--- src/vsr_pkg.sv ---
// vendor status/interrupt register bank: shared constants and types
// assumes a 20 MHz core clock and a clause-22 style management frame
package vsr_pkg;

	// ****************************************
	// register indices and frame layout
	// ****************************************
	localparam logic [4:0] REG_SYM_ERR = 5'h1A;
	localparam logic [4:0] REG_XOVER = 5'h1B;
	localparam logic [4:0] REG_IRQ_FLAGS = 5'h1D;
	localparam logic [4:0] REG_IRQ_MASK = 5'h1E;
	localparam logic [4:0] REG_LINK_RESULT = 5'h1F;
	localparam logic [1:0] OP_READ = 2'h2;
	localparam logic [1:0] OP_WRITE = 2'h1;
	localparam logic [5:0] PREAMBLE_LEN = 6'h20;
	localparam logic [4:0] HDR_LAST = 5'h0C;
	localparam logic [4:0] DATA_LAST = 5'h0F;

	// ****************************************
	// field positions
	// ****************************************
	localparam int BIT_AUTO_XOVER_DIS = 15;
	localparam int BIT_PAIR_SWAP = 13;
	localparam int BIT_HEARTBEAT_OFF = 11;
	localparam int BIT_RX_POL = 4;
	localparam int BIT_AN_DONE = 12;
	localparam int BIT_BLOCK_CODE = 6;
	localparam int IRQ_LSB = 1;
	localparam int IRQ_MSB = 7;

	// ****************************************
	// reset values
	// ****************************************
	localparam logic [15:0] SYM_ERR_RESET = 16'h0000;
	localparam logic [6:0] IRQ_MASK_RESET = 7'h00;
	localparam logic BLOCK_CODE_RESET = 1'b1;
	localparam logic ENERGY_RESET = 1'b1;

	// ****************************************
	// timing
	// ****************************************
	localparam longint CLK_HZ = 20000000;
	localparam longint ENERGY_QUIET_MS = 256;
	localparam longint ENERGY_QUIET_CYCLES = ENERGY_QUIET_MS * CLK_HZ / 1000;

	// status levels and pulses from the receive and negotiation logic
	typedef struct packed {
		logic sym_invalid;
		logic rx_in_packet;
		logic speed_100;
		logic energy_seen;
		logic autoneg_done;
		logic remote_fault;
		logic link_up;
		logic partner_ack;
		logic parallel_fault;
		logic page_received;
		logic auto_pair_swap;
		logic rx_polarity_reversed;
		logic [2:0] resolved_speed_duplex;
	} vsr_status_t;

	typedef enum logic [1:0] {
		SMI_PREAMBLE,
		SMI_HEADER,
		SMI_TURN,
		SMI_DATA
	} vsr_smi_state_t;

endpackage

--- src/vsr_regs.sv ---
// vendor status, crossover and interrupt registers behind the serial
// management pins; assumes status inputs come from logic on CLK and
// that MDC is slower than a quarter of CLK
//
// Operation
// at 100 Mb/s count each invalid received code group, idle included
// count at most once per received packet
// count wraps to zero after its 16-bit maximum
// reset clears the count; reading does not clear it
// at 10 Mb/s the count stays unchanged
// bit 15 disables automatic crossover; bit 13 then picks pairs
// manual bit 13: 0 is straight pairs, 1 swaps them
// bit 11 turns the heartbeat test off; defaults to 0
// bit 4 reports reversed 10 Mb/s receive polarity; resets to 0
// flags 7,6,5 latch energy, negotiation done, remote fault
// flags 4,3,2,1 latch link down, ack, detect fault, page
// mask bits 7..1 enable matching flags; reset to 0
// bit 12 reads 1 once negotiation has finished
// bit 6 enables block coding, default 1; bypass needs MII mode; the code has no MII mode and takes a 0 write at any time
// bits 4:2 report resolved speed and duplex
// energy present falls after a quiet interval without line energy
// interrupt asserted while any enabled flag is set
`timescale 1ns/100ps
`default_nettype none

module vsr_regs
	import vsr_pkg::*;
#(
	parameter logic [4:0] PHY_ADDR = 5'h00,
	parameter int unsigned QUIET_CYCLES = 32'(ENERGY_QUIET_CYCLES)
) (
	input wire logic CLK,
	input wire logic RST_N,
	input wire logic MDC,
	input wire logic MDIO_I,
	output logic MDIO_O,
	output logic MDIO_OE,
	input wire vsr_status_t STATUS,
	output logic AUTO_XOVER_DISABLE,
	output logic PAIR_SWAP,
	output logic HEARTBEAT_TEST_OFF,
	output logic BLOCK_CODE_ENABLE,
	output logic IRQ_N
);

	// ****************************************
	// pin synchronisers and clock edge
	// ****************************************
	logic mdc_s1_q, mdc_s2_q, mdc_s3_q;
	logic mdio_s1_q, mdio_s2_q;
	wire mdc_rise = mdc_s2_q & ~mdc_s3_q;

	// two stages for each pin, third stage only for edge finding
	always_ff @(posedge CLK or negedge RST_N) begin
		if (!RST_N) begin
			{mdc_s1_q, mdc_s2_q, mdc_s3_q} <= 3'h0;
			{mdio_s1_q, mdio_s2_q} <= 2'h3;
		end else begin
			{mdc_s1_q, mdc_s2_q, mdc_s3_q} <= {MDC, mdc_s1_q, mdc_s2_q};
			{mdio_s1_q, mdio_s2_q} <= {MDIO_I, mdio_s1_q};
		end
	end

	// ****************************************
	// symbol error counter
	// ****************************************
	logic [15:0] sym_cnt_q;
	logic pkt_hit_q;
	// count qualifier
	wire sym_ev = STATUS.sym_invalid & STATUS.speed_100 &
		~(STATUS.rx_in_packet & pkt_hit_q);
	// once per packet
	wire pkt_hit_d = STATUS.rx_in_packet & (pkt_hit_q | sym_ev);

	// wrapping count, cleared only by reset
	always_ff @(posedge CLK or negedge RST_N) begin
		if (!RST_N) begin
			sym_cnt_q <= SYM_ERR_RESET;
			pkt_hit_q <= 1'b0;
		end else begin
			sym_cnt_q <= sym_cnt_q + {15'h0000, sym_ev};
			pkt_hit_q <= pkt_hit_d;
		end
	end

	// ****************************************
	// energy detect timer
	// ****************************************
	logic energy_q;
	logic [31:0] quiet_cnt_q;
	wire quiet_done = (quiet_cnt_q >= QUIET_CYCLES - 32'h1);

	// drop energy after the quiet interval
	always_ff @(posedge CLK or negedge RST_N) begin
		if (!RST_N) begin
			energy_q <= ENERGY_RESET;
			quiet_cnt_q <= 32'h0;
		end else if (STATUS.energy_seen) begin
			energy_q <= 1'b1;
			quiet_cnt_q <= 32'h0;
		end else if (quiet_done) begin
			energy_q <= 1'b0;
		end else begin
			quiet_cnt_q <= quiet_cnt_q + 32'h1;
		end
	end

	// ****************************************
	// interrupt flags and mask
	// ****************************************
	logic [6:0] prev_q;
	logic [6:0] flags_q;
	logic [6:0] mask_q;
	logic flags_rd_clr;
	wire [6:0] level_now = {energy_q, STATUS.autoneg_done,
		STATUS.remote_fault, ~STATUS.link_up, STATUS.partner_ack,
		STATUS.parallel_fault, STATUS.page_received};
	// rising edge of each source
	wire [6:0] irq_ev = level_now & ~prev_q;
	// latched high until read; a new event wins over the read clear
	wire [6:0] flags_d = (flags_q & {7{~flags_rd_clr}}) | irq_ev;

	// flags hold once set until a read of the flag register clears them
	always_ff @(posedge CLK or negedge RST_N) begin
		if (!RST_N) begin
			// energy present and link down are the post-reset levels,
			// so neither may show a false edge on the first cycle
			prev_q <= 7'h48;
			flags_q <= 7'h00;
		end else begin
			prev_q <= level_now;
			flags_q <= flags_d;
		end
	end

	// gated interrupt, active low
	always_ff @(posedge CLK or negedge RST_N) begin
		if (!RST_N)
			IRQ_N <= 1'b1;
		else
			IRQ_N <= ~|(flags_q & mask_q);
	end

	// ****************************************
	// control registers
	// ****************************************
	logic [4:0] spare_q;
	logic rx_pol_q;
	logic wr_stb;
	logic [4:0] reg_sel_q;
	logic [15:0] shift_q;
	wire [15:0] wr_data = {shift_q[14:0], mdio_s2_q};
	wire wr_xover = wr_stb && reg_sel_q == REG_XOVER;
	wire wr_mask = wr_stb && reg_sel_q == REG_IRQ_MASK;
	wire wr_link = wr_stb && reg_sel_q == REG_LINK_RESULT;

	// writable bits
	always_ff @(posedge CLK or negedge RST_N) begin
		if (!RST_N) begin
			AUTO_XOVER_DISABLE <= 1'b0;
			HEARTBEAT_TEST_OFF <= 1'b0;
			mask_q <= IRQ_MASK_RESET;
			BLOCK_CODE_ENABLE <= BLOCK_CODE_RESET;
			spare_q <= 5'h00;
		end else begin
			if (wr_xover) begin
				AUTO_XOVER_DISABLE <= wr_data[BIT_AUTO_XOVER_DIS];
				HEARTBEAT_TEST_OFF <= wr_data[BIT_HEARTBEAT_OFF];
			end
			if (wr_mask)
				mask_q <= wr_data[IRQ_MSB:IRQ_LSB];
			if (wr_link) begin
				BLOCK_CODE_ENABLE <= wr_data[BIT_BLOCK_CODE];
				spare_q <= wr_data[11:7];
			end
		end
	end

	// manual pair choice, separate so it holds its own write
	logic manual_swap_q;
	always_ff @(posedge CLK or negedge RST_N) begin
		if (!RST_N) begin
			manual_swap_q <= 1'b0;
			PAIR_SWAP <= 1'b0;
			rx_pol_q <= 1'b0;
		end else begin
			if (wr_xover)
				manual_swap_q <= wr_data[BIT_PAIR_SWAP];
			PAIR_SWAP <= AUTO_XOVER_DISABLE ? manual_swap_q :
				STATUS.auto_pair_swap;
			// polarity snapshot
			rx_pol_q <= STATUS.rx_polarity_reversed;
		end
	end

	// ****************************************
	// read data selection
	// ****************************************
	logic [4:0] ra;
	wire [15:0] rd_xover = {AUTO_XOVER_DISABLE, 1'b0, manual_swap_q, 1'b0,
		HEARTBEAT_TEST_OFF, 6'h00, rx_pol_q, 4'h0};
	// negotiation and resolved mode
	wire [15:0] rd_link = {3'h0, STATUS.autoneg_done, spare_q,
		BLOCK_CODE_ENABLE, 1'b0, STATUS.resolved_speed_duplex, 2'h0};
	wire [15:0] rd_word =
		(ra == REG_SYM_ERR) ? sym_cnt_q :
		(ra == REG_XOVER) ? rd_xover :
		(ra == REG_IRQ_FLAGS) ? {8'h00, flags_q, 1'b0} :
		(ra == REG_IRQ_MASK) ? {8'h00, mask_q, 1'b0} :
		(ra == REG_LINK_RESULT) ? rd_link : 16'h0000;

	// ****************************************
	// management frame engine
	// ****************************************
	vsr_smi_state_t state_q;
	logic [5:0] pre_cnt_q;
	logic [4:0] bit_cnt_q;
	logic [12:0] hdr_q;
	logic is_read_q;
	wire [12:0] hdr_full = {hdr_q[11:0], mdio_s2_q};
	assign ra = hdr_full[4:0];
	wire hdr_end = mdc_rise && state_q == SMI_HEADER && bit_cnt_q == HDR_LAST;
	wire hdr_ok = hdr_full[12] && hdr_full[9:5] == PHY_ADDR &&
		(hdr_full[11:10] == OP_READ || hdr_full[11:10] == OP_WRITE);
	wire rd_start = hdr_end && hdr_ok && hdr_full[11:10] == OP_READ;
	wire data_end = mdc_rise && state_q == SMI_DATA && bit_cnt_q == DATA_LAST;
	assign wr_stb = data_end && !is_read_q;
	// reading the flag register clears them as the word is captured
	assign flags_rd_clr = rd_start && ra == REG_IRQ_FLAGS;

	// frame sequencing on sampled clock rises
	always_ff @(posedge CLK or negedge RST_N) begin
		if (!RST_N) begin
			state_q <= SMI_PREAMBLE;
			pre_cnt_q <= 6'h00;
			bit_cnt_q <= 5'h00;
			hdr_q <= 13'h0000;
			is_read_q <= 1'b0;
			reg_sel_q <= 5'h00;
		end else if (mdc_rise) begin
			bit_cnt_q <= bit_cnt_q + 5'h01;
			unique case (state_q)
				SMI_PREAMBLE: begin
					bit_cnt_q <= 5'h00;
					if (mdio_s2_q)
						pre_cnt_q <= (pre_cnt_q == PREAMBLE_LEN) ?
							pre_cnt_q : pre_cnt_q + 6'h01;
					else begin
						pre_cnt_q <= 6'h00;
						if (pre_cnt_q == PREAMBLE_LEN)
							state_q <= SMI_HEADER;
					end
				end
				SMI_HEADER: begin
					hdr_q <= hdr_full;
					if (bit_cnt_q == HDR_LAST) begin
						bit_cnt_q <= 5'h00;
						state_q <= hdr_ok ? SMI_TURN : SMI_PREAMBLE;
						is_read_q <= hdr_full[11:10] == OP_READ;
						reg_sel_q <= ra;
					end
				end
				SMI_TURN: begin
					if (bit_cnt_q[0]) begin
						bit_cnt_q <= 5'h00;
						state_q <= SMI_DATA;
					end
				end
				SMI_DATA: begin
					if (bit_cnt_q == DATA_LAST)
						state_q <= SMI_PREAMBLE;
				end
			endcase
		end
	end

	// data shifter and pin drive; turnaround drives zero on its second bit
	always_ff @(posedge CLK or negedge RST_N) begin
		if (!RST_N) begin
			shift_q <= 16'h0000;
			MDIO_O <= 1'b0;
			MDIO_OE <= 1'b0;
		end else if (rd_start) begin
			shift_q <= rd_word;
		end else if (mdc_rise && is_read_q) begin
			if (state_q == SMI_TURN && !bit_cnt_q[0]) begin
				MDIO_OE <= 1'b1;
				MDIO_O <= 1'b0;
			end else if (state_q == SMI_TURN || state_q == SMI_DATA) begin
				MDIO_O <= shift_q[15];
				shift_q <= {shift_q[14:0], 1'b0};
				if (data_end)
					MDIO_OE <= 1'b0;
			end
		end else if (mdc_rise && state_q == SMI_DATA) begin
			shift_q <= wr_data;
		end
	end

endmodule

`default_nettype wire

--- config.mk ---
export PLATFORM = sky130hd
export DESIGN_NAME = vsr_regs
export DESIGN_NICKNAME = d
export VERILOG_FILES = /design/src/vsr_pkg.sv /design/src/vsr_regs.sv
export SDC_FILE = /design/constraint.sdc
export NUM_CORES = 1
export LEC_CHECK = 0
export BUFFER_PORTS_ARGS = -buffer_cell sky130_fd_sc_hd__buf_2
export CAP_MARGIN = 15
export CORE_ASPECT_RATIO = 1.1
export CORE_MARGIN = 8
export CORE_UTILIZATION = 56
export DETAILED_ROUTE_END_ITERATION = 10
export GPL_ROUTABILITY_DRIVEN = 0
export PLACE_DENSITY = 0.76
export RECOVER_POWER = 100
export SLEW_MARGIN = 20
export SYNTH_ARGS = -nofsm -noshare
export SYNTH_HDL_FRONTEND = slang
export SYNTH_SLANG_ARGS = --single-unit
--- constraint.sdc ---
create_clock -name CLK -period 2.2 [get_ports CLK]
set_input_delay 0.11 -clock CLK [delete_from_list [all_inputs] [get_ports CLK]]
set_output_delay 0.11 -clock CLK [all_outputs]
set_load 0.02 [all_outputs]
======== Word level (Yosys, flattened, before mapping) ========
Index checks and enable logic that the tools add are counted.
storage, ports and cells
  bits of input ports ..................... 19
  output and inout port bits .............. 7
  word-level logic and storage cells ...... 141
  flip-flop bits (word level) ............. 137
operators by class
  multiplexer cells ....................... 32
  magnitude comparators ................... 1
  reduce and logical (&&, ||, !) cells .... 34
  bitwise operators ....................... 16
  equal/unequal tests ..................... 25
  $add $sub $neg .......................... 4
operators by type and width
  cell                     count
  $mux W16                 7
  $mux W32                 2
  $eq A5 B5 Y1 const B     8
  $mux W13                 3
  $add A32 B1 Y32 const B  1
  $ge A32 B23 Y1 const B   1
  $and A7 B7 Y7            3
  $add A16 B1 Y16          1
  $logic_and A1 B1 Y1      15
  $pmux W5 S3              1
  $mux W2                  6
  $mux W6                  2
  $ne A2 B2 Y1 const B     6
  $reduce_and A3 Y1        4
  $eq A5 B4 Y1 const B     2
  $mux W5                  2
  $mux W1                  8
  $pmux W2 S4              1
  $not A7 Y7               1
  $or A7 B7 Y7             1
  $reduce_or A7 Y1         1
  $add A6 B1 Y6 const B    1
  $eq A2 B2 Y1 const B     3
  $eq A6 B6 Y1 const B     1
  17 further kinds         31

======== Depth between registers and ports, before layout ========
  word-level depth ........................ 10
  gate-level depth with buffers ........... 9
  gate-level depth less buffers ........... 8

======== Least setup slack after synthesis ========
Ideal clock, no wire load.
  kind .................................... flip-flop to flip-flop
  from .................................... register hdr_q[9]
  to ...................................... register flags_q[6]
  setup slack ............................. 0.062 ns
  stages on the path, launching flop included .. 9
  required time ........................... 2.079 ns
  buffers on the path ..................... 1
  setup time .............................. 0.121 ns
  arrival time ............................ 2.018 ns
  clock period less this slack ............ 2.138 ns
  cells stage by stage .................... dfrtp_1 inv_1 ha_1 or4b_2 nor4_1 and3_1 buf_4 nand2_2 a22o_1
between the ends
  cells in the longest elaborated chain, start to end .. 9
  elaborated cells between the ends (all ways) .. 10
  those cells by class .................... eq/ne (2); bitwise (3); reduce/logical (5)
ends and longest elaborated chain
  element                                              line                              source
  start, declared                                      vsr_regs.sv:218                   logic [12:0] hdr_q;
  start signal, assigned                               vsr_regs.sv:255                   hdr_q <= hdr_full;
  $eq A2 B2 Y1 / $eq A2 B1 Y1 (equally long branches)  vsr_regs.sv:224, vsr_regs.sv:225
  $logic_or A1 B1 Y1                                   vsr_regs.sv:224                   (hdr_full[11:10] == OP_READ || hdr_full[11:10] == OP_WRITE);
  $logic_and A1 B1 Y1                                  vsr_regs.sv:223                   wire hdr_ok = hdr_full[12] && hdr_full[9:5] == PHY_ADDR &&
  $logic_and A1 B1 Y1                                  vsr_regs.sv:225                   wire rd_start = hdr_end && hdr_ok && hdr_full[11:10] == OP_READ;
  $logic_and A1 B1 Y1 (*)                              vsr_regs.sv:225
  $logic_and A1 B1 Y1 (*)                              vsr_regs.sv:229                   assign flags_rd_clr = rd_start && ra == REG_IRQ_FLAGS;
  $not A1 Y1 (*)                                       vsr_regs.sv:121                   wire [6:0] flags_d = (flags_q & {7{~flags_rd_clr}}) | irq_ev;
  $and A7 B7 Y7 (*)                                    vsr_regs.sv:121
  $or A7 B7 Y7 (*)                                     vsr_regs.sv:121
  named net flags_d[6]                                 vsr_regs.sv:121
  end signal, assigned                                 vsr_regs.sv:132                   flags_q <= flags_d;
  end, declared                                        vsr_regs.sv:112                   logic [6:0] flags_q;
The timed path passes the listed nets; every way through them passes the cells marked *.
A chain may end at the register's enable or synchronous reset.

==> impl_results.md <==
- Synth Cell Area: approximately 6400 µm²
- Row cnt: 41
- Combinational Power Share: under 10%
- Fin crit share: 97.1%
- Leakage power: between 3 and 4 nW
- Post-Layout Inst Area: about 7700 µm²
- Sw Share: roughly 23%
- Number of max-cap violations: 1
- Failing checks: max-capacitance violations, max-slew violations
- ANT cells: 0
- NetSw: 1.35 mW
- Total Power: between 5 and 6 mW
- Run status: finished with violations
- Number of vias per cell: ~6.0
- Area grow syn2layout: 20.7%
- Largest net degree at the start of global routing: 66
- Startpoint Class: register
- Pwr dens: 758 nW/µm²
- Vias: roughly 4900
- Worst Setup End Kind: register
- DP Area: between 6000 and 7000 µm²
- Worst setup margin: about 0.064 ns
- Proportion of power drawn by flip-flops and latches: roughly 46%
- Port Buffer Count: 25
- DR WL/cell: between 15 and 20 µm
- End point of the worst hold path: pkt_hit_q
- Crit-path max FO: 2
- WS Path Type: reg -> reg
- Drt drc: 0
- HP Class: in -> reg
- # setup viols final: 0
- Synth unique cells: between 60 and 70
- CTS tree: built
- Place WS: -0.169 ns
- Initial Util: 56.6%
- Slew @ Worst Pin: roughly 1.6 ns
- 1st-iter DRT viols: about 380
- Root buf cell: clkbuf_16
- Overflow after GRT: 0
- Post-Route WL: 14600 µm
- Hold Crit Start: STATUS[14]
- Vias in the first global route: approximately 5000
- Remaining antenna violation count: 0
- Peak supply drop: 0.000467 V
- Cts bufs inserted: 17
- Clk_skew: 0.00717 ns
- First-pass GRT wire length: 24100 µm
- R2R cell count: 12
- Top FF cell, synth: dfrtp_1
- Worst EP required: between 2 and 3 ns
- Slew Limit Fails: 66
- Total global-route track usage: about a fifth
- Register area share after synthesis: a little over half
- Die area: about 15000 µm²
- Relative slew slack: -5.38%
- Layout cells sized above 1: ~23%
- Avg Cell Area, Syn: approximately 11 µm²
- Min Tclk post-route: approximately 2.1 ns
- Clk slew on worst S/H paths: ~0.06 ns
- Reg2reg start: hdr_q[9]
- Synthesized net count: 617
- Die X: approximately 120 µm
- Dpl hpwl: 9360 µm
- Arr. time, crit path: between 2 and 2.5 ns
- Clock Tree Buf Depth: 2
- I/O Pins: 26
- Final hold vios: 0
- CTS sink cnt: around 140
- Post-synthesis cell count: approximately 590
- Worst skew pair latency: between 0.4 and 0.5 ns
- Internal power: around 4.5 mW
- Number of synthesized flops with an enable pin: 0
- Synth Warn #: 0
- Flops & latches, synth: about 140
- DRT Pass-1 Iters: 5
- Hold slack: 0.0330 ns
- R2r setup slk: between 0.06 and 0.07 ns
- Hold depth: 3
- Asr flop ratio synth: between 90% and 100%
- Max Freq: about 470 MHz
- Initial antenna violation count: 0
- Core ar.: ~11000 µm²
- CTS H-tree depth: 4
- Net count, final: slightly below 700
- Die Y: between 100 and 150 µm
- Clock Power Share: around half
layer usage:
layer / wire length (µm) / up-vias / GRT usage [%] / share of wire (%)
met1: 6380 / 2481 / 24.5 / 44
met3: 558 / 29 / 4.14 / 3.8
met5: 0 / - / 0 / 0
li1: - / 2280 / - / -
met4: 315 / 0 / 8.75 / 2.2
met2: 7370 / 146 / 32.5 / 50
metrics by stage:
step           cells  utilization [%]  setup TNS, ns
6_report         824             68.3              0
4_1_cts          820             67.9       -0.00155
3_5_place_dp     769             60.6          -2.73
5_1_grt          824             68.3       -0.00808
3_3_place_gp     769             60.6         -0.570
2_1_floorplan    588                -              0
registers in the layout, summed over array words and instances (netlist names), 6 cells and up, named ones only:
signal	flops
quiet_cnt_q	32
sym_cnt_q	16
flags_q	7
shift_q	16
mask_q	7
prev_q	7
pre_cnt_q	6
hdr_q	12
cell usage after synthesis, types with 3 or more instances:
cell | number | share of area [%]
nor3_1 | 8 | 0.62
buf_6 | 3 | 0.53
dfstp_2 | 7 | 2.9
nand2b_1 | 4 | 0.39
ha_1 | 10 | 1.9
nand4_1 | 14 | 1.4
nand3_1 | 23 | 1.8
or3_1 | 7 | 0.68
and3_1 | 10 | 0.97
inv_1 | 28 | 1.6
mux2_2 | 47 | 8.2
a2bb2oi_1 | 5 | 0.68
buf_2 | 8 | 0.62
a21oi_1 | 39 | 3.0
nand2_1 | 35 | 2.0
clkbuf_1 | 11 | 0.64
xnor2_1 | 10 | 1.4
o21ai_0 | 21 | 1.6
o31ai_1 | 13 | 1.5
mux2i_1 | 8 | 1.2
mux2_4 | 4 | 0.94
dfrtp_1 | 130 | 51
xor2_1 | 7 | 0.96
nor2_1 | 46 | 2.7
or4_1 | 12 | 1.4
a22o_1 | 6 | 0.82
nor4_1 | 7 | 0.68
a22oi_1 | 8 | 0.94
nor2b_1 | 15 | 1.5
cells by family (layout without fill, tap and decap cells):
family / Yosys count / after routing / synth area share (%)
AO/OA/AOI/OAI: 112 / 112 / 11.3
multiplexers: 59 / 59 / 10.4
buffers and inverters: 53 / 139 / 3.72
flip-flops: 137 / 137 / 53.6
AND/OR/NAND/NOR: 200 / 200 / 16.7
XOR/XNOR: 17 / 17 / 2.32
adder cells (fa/ha/maj): 10 / 10 / 1.95
cell type report:
| cell class | instances | area, µm² |
|---|---|---|
| inverters | 28 | 105 |
| flip-flops and latches | 137 | 3440 |
| multi-input cells | 398 | 2800 |
| repair buffers | 79 | 608 |
| well taps | 150 | 188 |
| clock buffers | 19 | 443 |
| clock inverters | 13 | 166 |
| fillers | 808 | 3590 |
worst max path at each step:
stage | endpoint | slack, ns | from
after floorplan | flags_q[6] | 0.06 | hdr_q[9]
after global placement | flags_q[4] | -0.07 | hdr_q[9]
after detailed placement | flags_q[5] | -0.17 | hdr_q[9]
after CTS | register | -0.002 | hdr_q[9]
after global routing | register | -0.007 | hdr_q[9]
final | register | 0.06 | hdr_q[9]
power by group through the flow:
stage / Clock, mW / Combinational (mW) / Sequential, mW
floorplan: 0 / 0.114 / 2.71
global placement: 0 / 0.215 / 2.74
detailed placement: 0 / 0.228 / 2.74
CTS: 2.97 / 0.252 / 2.69
global route: 3.07 / 0.275 / 2.71
finish: 2.94 / 0.241 / 2.70
worst max-delay path: stages, from the launching register on:
cell	delay, ns
dfrtp_1	0.40
inv_2	0.09
ha_4	0.19
or4b_4	0.52
nor4_4	0.16
buf_4	0.15
buf_6	0.08
buf_6	0.08
buf_6	0.08
buf_6	0.08
buf_6	0.08
nand2_2	0.04
mux2i_1	0.12
cells in the final DEF (no fill, tap or decap), types with 5 or more instances in the layout:
cell type / instances
or3_1: 7
dfstp_2: 5
buf_4: 21
or4_1: 12
a2bb2oi_1: 5
nor3_1: 7
mux2_2: 46
inv_1: 27
buf_2: 11
dlygate4sd3_1: 12
clkbuf_1: 19
nor2b_1: 15
and3_1: 9
clkbuf_16: 18
buf_6: 8
o21ai_0: 21
nor2_1: 45
ha_1: 9
nand3_1: 23
a22o_1: 6
nor4_1: 6
nand2_1: 34
xor2_1: 7
mux2i_1: 8
xnor2_1: 10
a21oi_1: 39
dfrtp_1: 129
o31ai_1: 12
nand4_1: 14
a22oi_1: 8
timing repair:
| action | 4_1_cts | 5_1_grt |
|---|---|---|
| endpoints found under the hold margin | 74 | 0 |
| gates resized for setup | 10 | 14 |
| pin swaps | 2 | 5 |
| gates cloned | 0 | 1 |
| endpoints found under the setup margin | 23 | 46 |
| hold buffers | 12 | 0 |
| setup buffers | 7 | 4 |
No activity file was read; power rests on OpenSTA's default activity.
